--- src/design/pcsps_pkg.sv ---
package pcsps_pkg;
  // register byte addresses
  localparam logic [3:0] REG_CTRL   = 4'h0;
  localparam logic [3:0] REG_STATUS = 4'h4;
  localparam logic [3:0] REG_TXDATA = 4'h8;
  localparam logic [3:0] REG_RXDATA = 4'hc;
  // control fields
  localparam int CTRL_MODE_TBI = 0;
  localparam int CTRL_WRAP     = 1;
  localparam int CTRL_SW_RX    = 2;
  localparam int CTRL_SW_TX    = 3;
  localparam int CTRL_PWRDN    = 4;
  // status fields
  localparam int ST_SYNC_LO  = 0;
  localparam int ST_LOCK     = 2;
  localparam int ST_FULL     = 3;
  localparam int ST_EMPTY    = 4;
  localparam int ST_ERR      = 5;
  localparam int ST_RX_NEW   = 6;
  localparam int ST_RX_RST   = 7;
  localparam int ST_TX_RST   = 8;
  // code words
  localparam int           GROUP_W      = 10;
  localparam logic [7:0]   COMMA_BYTE   = 8'hbc;
  localparam logic [9:0]   IDLE_GROUP   = 10'h0fa;
  localparam logic [6:0]   COMMA_PLUS   = 7'h1f;
  localparam logic [6:0]   COMMA_MINUS  = 7'h60;
  // sync engine thresholds and the all-zero read data word
  localparam logic [2:0]   ACQ_COMMAS   = 3'h3;
  localparam logic [2:0]   LOSE_ERRORS  = 3'h4;
  localparam logic [31:0]  ZERO_WORD    = 32'h0000_0000;

  typedef enum logic [1:0]
  {
    PCSPS_LOS  = 2'b00,
    PCSPS_ACQ  = 2'b01,
    PCSPS_SYNC = 2'b10
  } pcsps_sync_t;

  typedef struct packed
  {
    logic        cyc;
    logic        stb;
    logic        we;
    logic [3:0]  sel;
    logic [3:0]  adr;
    logic [31:0] dat;
  } pcsps_wb_req_t;

  typedef struct packed
  {
    logic       charisk;
    logic       disperr;
    logic       notintable;
    logic [7:0] data;
  } pcsps_xrx_t;

  typedef struct packed
  {
    logic       charisk;
    logic [7:0] data;
  } pcsps_xtx_t;
endpackage

--- src/design/pcsps_phy_side.sv ---
// The register offsets and the Wishbone register port were decided locally.
`timescale 1ns/10ps

module pcsps_fifo #(
  parameter int WIDTH = 10,
  parameter int DEPTH = 16
) (
  input  wire logic             clock,
  input  wire logic             sys_rst,
  input  wire logic             wr_valid,
  output logic                  wr_ready,
  input  wire logic [WIDTH-1:0] wr_data,
  output logic                  rd_valid,
  input  wire logic             rd_ready,
  output logic      [WIDTH-1:0] rd_data
);
  localparam int AW = $clog2(DEPTH);

  if (DEPTH < 2 || (DEPTH & (DEPTH - 1)) != 0)
  begin : g_check
    $error("fifo depth must be a power of two");
  end

  typedef struct packed
  {
    logic [DEPTH-1:0][WIDTH-1:0] mem;
    logic [AW:0]                 wp;
    logic [AW:0]                 rp;
  } pcsps_fifo_state_t;

  pcsps_fifo_state_t st;
  pcsps_fifo_state_t next_st;
  logic              full;
  logic              empty;

  assign full     = (st.wp[AW] != st.rp[AW]) && (st.wp[AW-1:0] == st.rp[AW-1:0]);
  assign empty    = (st.wp == st.rp);
  assign wr_ready = ~full;
  assign rd_valid = ~empty;
  assign rd_data  = st.mem[st.rp[AW-1:0]];

  always_comb
  begin
    next_st = st;
    if (wr_valid && !full)
    begin
      next_st.mem[st.wp[AW-1:0]] = wr_data;
      next_st.wp = st.wp + 1'b1;
    end
    if (rd_ready && !empty)
      next_st.rp = st.rp + 1'b1;
  end

  always_ff @(posedge clock)
  begin
    if (sys_rst)
      st <= '0;
    else
      st <= next_st;
  end
endmodule

// Function
// - drive a reset output for the transceiver receive path only
// - drive a separate reset output for the transceiver transmit path only
// - hold transceiver in reset while the lock input is low
// - transceiver mode runs all logic on the single core clock
// - alignment enable output lets the transceiver realign to commas
// - ten-bit mode runs all logic on the same single core clock
// - ten-bit mode sends one 10-bit code group each core clock
// - lock-to-reference output is held low always
// - wrap output high selects external loopback, low normal operation
// - capture even symbol on even clock, odd symbol on odd clock
// - comma detect enable is high while sync engine is lost in ten-bit mode
module pcsps_phy_side #(
  parameter int FIFO_DEPTH = 16
) (
  input  wire logic                   clock,
  input  wire logic                   sys_rst,
  input  wire pcsps_pkg::pcsps_wb_req_t wb_req,
  output logic                        wb_ack_o,
  output logic [31:0]                 wb_dat_o,
  input  wire logic                   clock_locked,
  input  wire pcsps_pkg::pcsps_xrx_t  xcvr_rx,
  output pcsps_pkg::pcsps_xtx_t       xcvr_tx,
  output logic                        xcvr_rx_reset,
  output logic                        xcvr_tx_reset,
  output logic                        enable_align,
  output logic                        powerdown,
  output logic [9:0]                  tbi_tx_group,
  output logic                        lock_to_reference,
  output logic                        wrap,
  output logic                        comma_detect_enable,
  input  wire logic                   recovered_clock_even,
  input  wire logic                   recovered_clock_odd,
  input  wire logic [9:0]             receive_symbol_even,
  input  wire logic [9:0]             receive_symbol_odd
);
  import pcsps_pkg::*;

  typedef struct packed
  {
    logic        lock_s1;
    logic        lock_s2;
    logic [2:0]  ce_s;
    logic [2:0]  co_s;
    logic [9:0]  se_s1;
    logic [9:0]  se_s2;
    logic [9:0]  so_s1;
    logic [9:0]  so_s2;
    logic        mode_tbi;
    logic        wrap_en;
    logic        sw_rx;
    logic        sw_tx;
    logic        pwr;
    logic        rx_rst;
    logic        tx_rst;
    pcsps_sync_t sync_st;
    logic [2:0]  cnt;
    logic        err_flag;
    logic        rx_new;
    logic [9:0]  rx_even;
    logic [9:0]  rx_odd;
    logic [8:0]  rx_byte;
    logic [9:0]  tx_grp;
    pcsps_xtx_t  tx_x;
    logic        align;
    logic        cdet;
    logic        loc_ref;
    logic        ack;
    logic [31:0] dat;
  } pcsps_state_t;

  pcsps_state_t st;
  pcsps_state_t next_st;

  logic       f_wr_valid;
  logic       f_wr_ready;
  logic       f_rd_valid;
  logic       f_rd_ready;
  logic [9:0] f_rd_data;
  logic       req;
  logic       tx_write;
  logic       ev;
  logic       ev_comma;
  logic       ev_err;
  logic       edge_even;
  logic       edge_odd;
  logic [9:0] tbi_sym;

  assign req      = wb_req.cyc && wb_req.stb && !st.ack;
  assign tx_write = req && wb_req.we && (wb_req.adr == REG_TXDATA);
  assign f_wr_valid = tx_write;
  assign f_rd_ready = !st.tx_rst && !st.pwr;

  pcsps_fifo #(
    .WIDTH (GROUP_W),
    .DEPTH (FIFO_DEPTH)
  ) u_tx_fifo (
    .clock    (clock),
    .sys_rst  (sys_rst),
    .wr_valid (f_wr_valid),
    .wr_ready (f_wr_ready),
    .wr_data  (wb_req.dat[9:0]),
    .rd_valid (f_rd_valid),
    .rd_ready (f_rd_ready),
    .rd_data  (f_rd_data)
  );

  // recovered clock edges from synchronised samples
  assign edge_even = st.ce_s[1] && !st.ce_s[2];
  assign edge_odd  = st.co_s[1] && !st.co_s[2];

  assign tbi_sym  = edge_even ? st.se_s2 : st.so_s2;
  assign ev       = st.mode_tbi ? (edge_even || edge_odd) : !st.rx_rst;
  assign ev_comma = st.mode_tbi ? ((tbi_sym[9:3] == COMMA_PLUS) || (tbi_sym[9:3] == COMMA_MINUS))
                                : (xcvr_rx.charisk && (xcvr_rx.data == COMMA_BYTE));
  assign ev_err   = !st.mode_tbi && (xcvr_rx.disperr || xcvr_rx.notintable);

  always_comb
  begin
    next_st = st;
    // input synchronisers
    next_st.lock_s1 = clock_locked;
    next_st.lock_s2 = st.lock_s1;
    next_st.ce_s  = {st.ce_s[1:0], recovered_clock_even};
    next_st.co_s  = {st.co_s[1:0], recovered_clock_odd};
    next_st.se_s1 = receive_symbol_even;
    next_st.se_s2 = st.se_s1;
    next_st.so_s1 = receive_symbol_odd;
    next_st.so_s2 = st.so_s1;

    next_st.rx_rst = !st.lock_s2 || st.sw_rx;
    next_st.tx_rst = !st.lock_s2 || st.sw_tx;

    if (st.mode_tbi && edge_even)
      next_st.rx_even = st.se_s2;
    if (st.mode_tbi && edge_odd)
      next_st.rx_odd = st.so_s2;
    if (!st.mode_tbi && !st.rx_rst)
      next_st.rx_byte = {xcvr_rx.charisk, xcvr_rx.data};

    // sync engine
    if (st.rx_rst)
    begin
      next_st.sync_st = PCSPS_LOS;
      next_st.cnt     = '0;
    end
    else if (ev)
    begin
      unique case (st.sync_st)
        PCSPS_LOS:
        begin
          if (ev_comma)
          begin
            next_st.sync_st = PCSPS_ACQ;
            next_st.cnt     = 3'h1;
          end
        end
        PCSPS_ACQ:
        begin
          if (ev_err)
            next_st.sync_st = PCSPS_LOS;
          else if (ev_comma && st.cnt + 3'h1 == ACQ_COMMAS)
          begin
            next_st.sync_st = PCSPS_SYNC;
            next_st.cnt     = '0;
          end
          else if (ev_comma)
            next_st.cnt = st.cnt + 3'h1;
        end
        PCSPS_SYNC:
        begin
          if (ev_err && st.cnt + 3'h1 == LOSE_ERRORS)
          begin
            next_st.sync_st = PCSPS_LOS;
            next_st.cnt     = '0;
          end
          else if (ev_err)
            next_st.cnt = st.cnt + 3'h1;
          else if (ev_comma)
            next_st.cnt = '0;
        end
        default:
          next_st.sync_st = PCSPS_LOS;
      endcase
    end

    next_st.align = !st.mode_tbi && (next_st.sync_st == PCSPS_LOS);
    next_st.cdet  = st.mode_tbi && (next_st.sync_st == PCSPS_LOS);
    next_st.loc_ref = 1'b0;

    if (f_rd_ready && f_rd_valid)
    begin
      next_st.tx_grp = st.mode_tbi ? f_rd_data : IDLE_GROUP;
      next_st.tx_x   = st.mode_tbi ? {1'b1, COMMA_BYTE} : f_rd_data[8:0];
    end
    else
    begin
      next_st.tx_grp = IDLE_GROUP;
      next_st.tx_x   = {1'b1, COMMA_BYTE};
    end

    // wishbone slave, one cycle answer, stall on full fifo
    next_st.ack = req && (!tx_write || f_wr_ready);
    next_st.dat = ZERO_WORD;
    if (req && !wb_req.we)
    begin
      unique case (wb_req.adr)
        REG_CTRL:
        begin
          next_st.dat[CTRL_MODE_TBI] = st.mode_tbi;
          next_st.dat[CTRL_WRAP]     = st.wrap_en;
          next_st.dat[CTRL_SW_RX]    = st.sw_rx;
          next_st.dat[CTRL_SW_TX]    = st.sw_tx;
          next_st.dat[CTRL_PWRDN]    = st.pwr;
        end
        REG_STATUS:
        begin
          next_st.dat[ST_SYNC_LO +: 2] = st.sync_st;
          next_st.dat[ST_LOCK]   = st.lock_s2;
          next_st.dat[ST_FULL]   = !f_wr_ready;
          next_st.dat[ST_EMPTY]  = !f_rd_valid;
          next_st.dat[ST_ERR]    = st.err_flag;
          next_st.dat[ST_RX_NEW] = st.rx_new;
          next_st.dat[ST_RX_RST] = st.rx_rst;
          next_st.dat[ST_TX_RST] = st.tx_rst;
        end
        REG_RXDATA:
        begin
          next_st.dat = st.mode_tbi ? {12'h000, st.rx_odd, st.rx_even} : {23'h000000, st.rx_byte};
          next_st.rx_new = 1'b0;
        end
        default:
          next_st.dat = ZERO_WORD;
      endcase
    end
    if (req && wb_req.we && wb_req.sel[0])
    begin
      if (wb_req.adr == REG_CTRL)
      begin
        next_st.mode_tbi = wb_req.dat[CTRL_MODE_TBI];
        next_st.wrap_en  = wb_req.dat[CTRL_WRAP];
        next_st.sw_rx    = wb_req.dat[CTRL_SW_RX];
        next_st.sw_tx    = wb_req.dat[CTRL_SW_TX];
        next_st.pwr      = wb_req.dat[CTRL_PWRDN];
      end
      else if (wb_req.adr == REG_STATUS)
      begin
        if (wb_req.dat[ST_ERR])
          next_st.err_flag = 1'b0;
        if (wb_req.dat[ST_RX_NEW])
          next_st.rx_new = 1'b0;
      end
    end
    // sets win over clears
    if (ev && ev_err)
      next_st.err_flag = 1'b1;
    if (st.mode_tbi && (edge_even || edge_odd))
      next_st.rx_new = 1'b1;
  end

  always_ff @(posedge clock)
  begin
    if (sys_rst)
    begin
      st         <= '0;
      st.rx_rst  <= 1'b1;
      st.tx_rst  <= 1'b1;
      st.align   <= 1'b1;
      st.tx_grp  <= IDLE_GROUP;
      st.tx_x    <= {1'b1, COMMA_BYTE};
    end
    else
      st <= next_st;
  end

  assign wb_ack_o            = st.ack;
  assign wb_dat_o            = st.dat;
  assign xcvr_tx             = st.tx_x;
  assign xcvr_rx_reset       = st.rx_rst;
  assign xcvr_tx_reset       = st.tx_rst;
  assign enable_align        = st.align;
  assign powerdown           = st.pwr;
  assign tbi_tx_group        = st.tx_grp;
  assign lock_to_reference   = st.loc_ref;
  assign wrap                = st.wrap_en;
  assign comma_detect_enable = st.cdet;
endmodule

--- config.mk ---
export PLATFORM = sky130hd
export DESIGN_NAME = pcsps_phy_side
export DESIGN_NICKNAME = d
export VERILOG_FILES = /design/src/design/pcsps_pkg.sv /design/src/design/pcsps_phy_side.sv
export SDC_FILE = /design/constraint.sdc
export NUM_CORES = 1
export LEC_CHECK = 0
export BUFFER_PORTS_ARGS = -buffer_cell sky130_fd_sc_hd__buf_4
export CORE_MARGIN = 5
export CORE_UTILIZATION = 65
export CTS_BUF_LIST = sky130_fd_sc_hd__clkbuf_8
export CTS_CLUSTER_SIZE = 28
export DETAILED_ROUTE_END_ITERATION = 8
export HOLD_SLACK_MARGIN = 0.08
export PLACE_DENSITY = 0.87
export SYNTH_ARGS = -nofsm -noshare
export SYNTH_HDL_FRONTEND = slang
export SYNTH_SLANG_ARGS = --single-unit
--- constraint.sdc ---
create_clock -name clock -period 3.9 [get_ports clock]
set_input_delay 0.78 -clock clock [delete_from_list [all_inputs] [get_ports clock]]
set_output_delay 0.78 -clock clock [all_outputs]
set_load 0.01 [all_outputs]
Word-level counts from Yosys, hierarchy flattened. Cells that the tools add are included.

Bits of input ports: 79. Output and inout port bits: 59. Bits in latches: 0. Memory bits (writable): 0. Flip-flop bits (word level): 316. Logic and storage cells: 174. ROM bits: 0. Memories kept: 0.

Div/mod/pow operators: 0. $lt $le $gt $ge: 3. Muxes and demuxes: 34. $add $sub $neg: 3. Eq/ne operators: 18. Multipliers: 0. Shift-type cells: 0. Reduce and logical (&&, ||, !) cells: 60. Bitwise operators: 6.

Operators by type and width (count): $bwmux 160 (1); $bmux 10 s4 (1); $demux 10 s4 (1); $mux 10 (3); $logic_and 1x1->1 (26); $mux 20 (1); $mux 3 (6); $mux 5 (3); $pmux 5 s3 (1); $logic_not 1->1 (12); $mux 2 (6); $add 5x1->5 const B (2); $lt 4x5->1 const B (2); $pmux 3 s3 (1); $reduce_or 3->1 (3); $eq 4x4->1 const B (2); $eq 8x8->1 const B (1); $mux 1 (8); $pmux 4 s2 (1); $eq 7x5->1 const B (1); $eq 7x7->1 const B (1); $logic_or 1x1->1 (6); $not 1->1 (6); $pmux 2 s3 (1); other kinds (23) (28).

Longest topological paths before layout.
Word-level depth: 14. Depth in mapped cells: 9. Gate-level depth less buffers: 8.

By module. From an unflattened synthesis, not the netlist that was laid out.

Cell total of the unflattened synthesis: 1278. Area, all modules: 13047.5 µm².

By module, submodules not included: pcsps_fifo (sequential area each 3403.3 µm², area each 7863.8 µm², cells an instance 744, instances 1); pcsps_phy_side (sequential area each 2662.6 µm², area each 5183.7 µm², cells an instance 534, instances 1).

Least setup slack after synthesis. No wires, ideal clock.

Path kind: input to register. Start point: input port xcvr_rx[8] (netlist name). End point: register st (netlist bit enable_align). Arrival: 2155 ps. Slack: 1607 ps. Path buffers: 0. Cell stages on the path: 6. Data required time: 3762 ps. Setup time: 138 ps. Cells stage by stage: o21bai_2 nand2_1 or3_1 or4_2 a31oi_1 a311oi_1.

Word-level cells in the longest chain between the ends: 9. Elaborated cells between the ends (all ways): 10. Those cells by class: mux: 5; reduce/logical: 5.

Ends and longest elaborated chain: start, declared (line pcsps_phy_side.sv:84) `input wire pcsps_pkg::pcsps_xrx_t xcvr_rx,`; $logic_or 1x1->1 * (line pcsps_phy_side.sv:178) `assign ev_err = !st.mode_tbi && (xcvr_rx.disperr || xcvr_rx.notintable);`; $logic_and 1x1->1 * (line pcsps_phy_side.sv:178); $logic_and 1x1->1 (line pcsps_phy_side.sv:234) `if (ev_err && st.cnt + 3'h1 == LOSE_ERRORS)`; $mux 2 (line pcsps_phy_side.sv:234); $pmux 2 s3 * (line pcsps_phy_side.sv:211) `unique case (st.sync_st)`; $mux 5 * (line pcsps_phy_side.sv:209) `else if (ev)`; $mux 5 * (line pcsps_phy_side.sv:204) `if (st.rx_rst)`; $logic_not 2->1 * (line pcsps_phy_side.sv:249) `next_st.align = !st.mode_tbi && (next_st.sync_st == PCSPS_LOS);`; $logic_and 1x1->1 * (line pcsps_phy_side.sv:249); end signal, assigned (line pcsps_phy_side.sv:335) `st <= next_st;`; end, declared (line pcsps_phy_side.sv:134) `pcsps_state_t st;`.

Every way passes the cells marked *; elsewhere a longest branch is shown, timed or not. A chain may end at the register's enable or synchronous reset.

Worst setup path after layout.
Start point: register u_tx_fifo.st[3] (netlist name). End point: register u_tx_fifo.st[113] (netlist name).

Word-level cells in the longest chain between the ends: 4.

Ends and longest elaborated chain: start, declared (line pcsps_phy_side.sv:31) `pcsps_fifo_state_t st;`; start signal, assigned (line pcsps_phy_side.sv:59) `st <= next_st;`; $eq 4x4->1 (line pcsps_phy_side.sv:36) `assign full = (st.wp[AW] != st.rp[AW]) && (st.wp[AW-1:0] == st.rp[AW-1:0]);`; $logic_and 1x1->1 (line pcsps_phy_side.sv:36); $logic_not 1->1 (line pcsps_phy_side.sv:45) `if (wr_valid && !full)`; $logic_and 1x1->1 (line pcsps_phy_side.sv:45).

Every way passes these cells.

==> key figures <==
Run status
  – Outcome: complete, no violations

Drt
  – Via count: 8603
  – Via/cell ratio: about 5.6
  – Post-Route WL: about 27 mm
  – Routed Antenna Nets: 0
  – DR DRC count: 0
  – Initial DRT Pass Iterations: 5
  – Initial DRC Count: 764
  – Avg WL per Cell: roughly 18 um

Clocking
  – Clock transition at path regs: 0.06 ns
  – CTS root buf: clkbuf_8
  – Clock latency on the worst-skew pair: between 0.5 and 0.6 ns
  – Post-cts sizing count: 0
  – Clk sinks: about 300
  – CTS tree: done
  – Setup Buffers After CTS: 0
  – H-tree lvl count: 2
  – Hold buffer count at CTS: 0
  – Clock tree buffer depth: 3
  – CTS Buf Count: 45

Critical path
  – CP max-delay cell: and3_1
  – Worst Path Buf+Inv: 2
  – Slowest stage delay, CP: around 0.55 ns
  – Crit end category: register
  – Crit-path max FO: 21
  – CP startpoint kind: register
  – WP data required: around 4.3 ns
  – CP delay by family, top: simple AND/OR/NAND/NOR gates
  – Kind of critical path: reg -> reg
  – Crit path cell chain: buf_4, xnor2_1, nand4_1, o211a_1, and3_1, buf_4, mux2i_1, nor2_1
  – Crit path DAT: between 3 and 4 ns
  – Crit path top cell by count: buf_4

Global route
  – Gr usage total: 0.2429
  – Vias in the first global route: 8634
  – First-pass GRT wire length: around 43 mm
  – Congestion Overflow GR: 0
  – Pin count of the biggest net entering global routing: approximately 140
  – Initial antenna violation count: 1

Synthesis
  – Synth Instances: roughly 1200
  – Synth warnings: 0
  – Yosys cell types: 56
  – Number of synthesized flops with an enable pin: 0
  – Post-synthesis area per instance: between 10 and 15 um2
  – Post-Synthesis Cell Area: approximately 13000 um2
  – Top cells by count, synth: dfxtp_1, nor2_1, mux2i_1
  – Top-area cell type share of the netlist area: 0.4815
  – Synth Flop Type: dfxtp_1
  – Top-count cell post-synth: dfxtp_1
  – Ranking of synthesized cells by area: dfxtp_1, mux2i_1, mux4_2
  – #FFs+latches synth: 303
  – Leading area contributor after synthesis: dfxtp_1
  – Sequential area share after synthesis: 0.4815
  – Async S/R FF share, synth: 0

Finish
  – P&R area growth vs syn: 11.10%
  – Final nets: between 1000 and 1500
  – Layout cells sized above 1: 0.1973

STA
  – Minimum clock period: ~2.7 ns
  – Fin crit share: 0.6830
  – Worst-Margin Slew: approximately 0.84 ns
  – F_max: around 0.38 GHz
  – Worst rel slew slack: 0.4379
  – Setup Skew: around 0.04 ns
  – Setup Viol. Count Final: 0
  – Sum Neg Setup Slack: 0 ns
  – Final worst setup slack: 1.236 ns
  – Final Slew Violations: 0
  – Final hold violations: 0
  – RSZ-0062 raised after global routing: false

Hold path
  – Worst Hold Class: reg -> reg

Floorplanning
  – Starting density of the core: 0.6537
  – Die height: 149.2 um
  – Core area: 19270 um2
  – Die ar.: 22260 um2
  – Die width: around 150 um
  – Ports: approximately 140
  – # rows: 51

Placed design
  – Post-DP HPWL: 17.75 mm
  – Dpl ws: between 0.7 and 0.8 ns
  – Placer Congestion: roughly 0.91
  – Port bufs: 99

Power
  – Net Sw Power: ~1300 uW
  – PD cells: about 420 nW/um2
  – Internal power: 4523 uW
  – Clock power frac: 0.431
  – Switching share of total power: 0.2229
  – Power consumption: a little under 6000 uW
  – Part of the power in combinational logic: 0.031
  – Sequential Power Share: 0.538
  – Leak Pwr: approximately 0.0052 uW
  – Peak supply drop: ~0.26 mV

Flow run
  – Max Cap Viol: 0
path summary, 6_finish.rpt:
kind	startpoint	to	slack, ns	cells after the start
max	u_tx_fifo.st[3]$_SDFFE_PP0P_	u_tx_fifo.st[113]$_SDFFE_PP0P_	1.24	8
min reg2reg	st[118]$_SDFF_PP0_	st[74]$_SDFFE_PP0P_	0.42	2
max reg2reg	u_tx_fifo.st[3]$_SDFFE_PP0P_	u_tx_fifo.st[113]$_SDFFE_PP0P_	1.24	8
min	st[118]$_SDFF_PP0_	st[74]$_SDFFE_PP0P_	0.42	2
layer usage:
metal,track usage,share of wire,vias to the layer above
met5,0,0.00048,-
met2,0.4198,0.50,324
met4,0.09794,0.030,2
met1,0.3055,0.40,4102
met3,0.03829,0.069,70
li1,-,-,4105
power by group through the flow:
| stage | combinational, uW | clock [uW] | sequential, uW |
|---|---|---|---|
| after floorplan | 115 | 0 | 3200 |
| after global placement | 174 | 0 | 3200 |
| after detailed placement | 177 | 0 | 3200 |
| after CTS | 178 | 2550 | 3130 |
| after global routing | 194 | 2700 | 3130 |
| final | 179 | 2510 | 3130 |
flip-flops by register name (all words and copies together) (netlist names):
signal and flops:
xcvr_tx 9, wb_dat_o 20, tbi_tx_group 10, u_tx_fifo.st 170
powerdown 1, xcvr_tx_reset 1, comma_detect_enable 1, st 62
wb_ack_o 1, enable_align 1, wrap 1, next_st 25
xcvr_rx_reset 1
worst min-delay path, stage by stage, from the launching register on:
cell     delay [ns]
dfxtp_1        0.30
nand2_1        0.05
a21oi_1        0.05
placed cells by master, fill, tap and decap left out, drive strengths merged, types with 6 or more instances in the layout:
master,instances
nand3,10
nand2,64
mux2i,185
mux4,50
nor2b,52
nor2,215
a211oi,6
ha,12
buf,120
conb,13
o21ai,8
inv,33
or2,13
clkbuf,58
xnor2,9
and3,21
a21oi,32
and2,13
dfxtp,303
per-stage QoR:
stage,cells,hold WS [ns],utilization,instance area (um2)
final,1548,0.4224,0.7263,14000
after CTS,1547,0.4195,0.7261,13990
after global placement,1467,0.4175,0.6795,13100
after detailed placement,1467,0.4204,0.6795,13100
after global routing,1547,0.4184,0.7261,13990
after floorplan,1221,0.4138,-,12640
final cells by class:
class / instances / area [um2]
antenna: 1 / 2.502
clock buffer: 58 / 798.3
clock inverter: 22 / 100.1
fill: 1310 / 5275
inverter: 15 / 56.30
multi-input combinational: 764 / 5722
sequential: 303 / 6068
tap: 265 / 331.6
timing repair buffer: 120 / 917.1
cell families after synthesis:
group,synth area share
other,0.0002977
muxes,0.2364
AOI/OAI and AO/OA,0.03645
adders and majority gates,0.01192
DFF,0.4815
xor gates and xnor gates,0.009734
and+or+nand+nor,0.1558
buffers and inverters,0.06784
(Power assumes the default switching activity.)
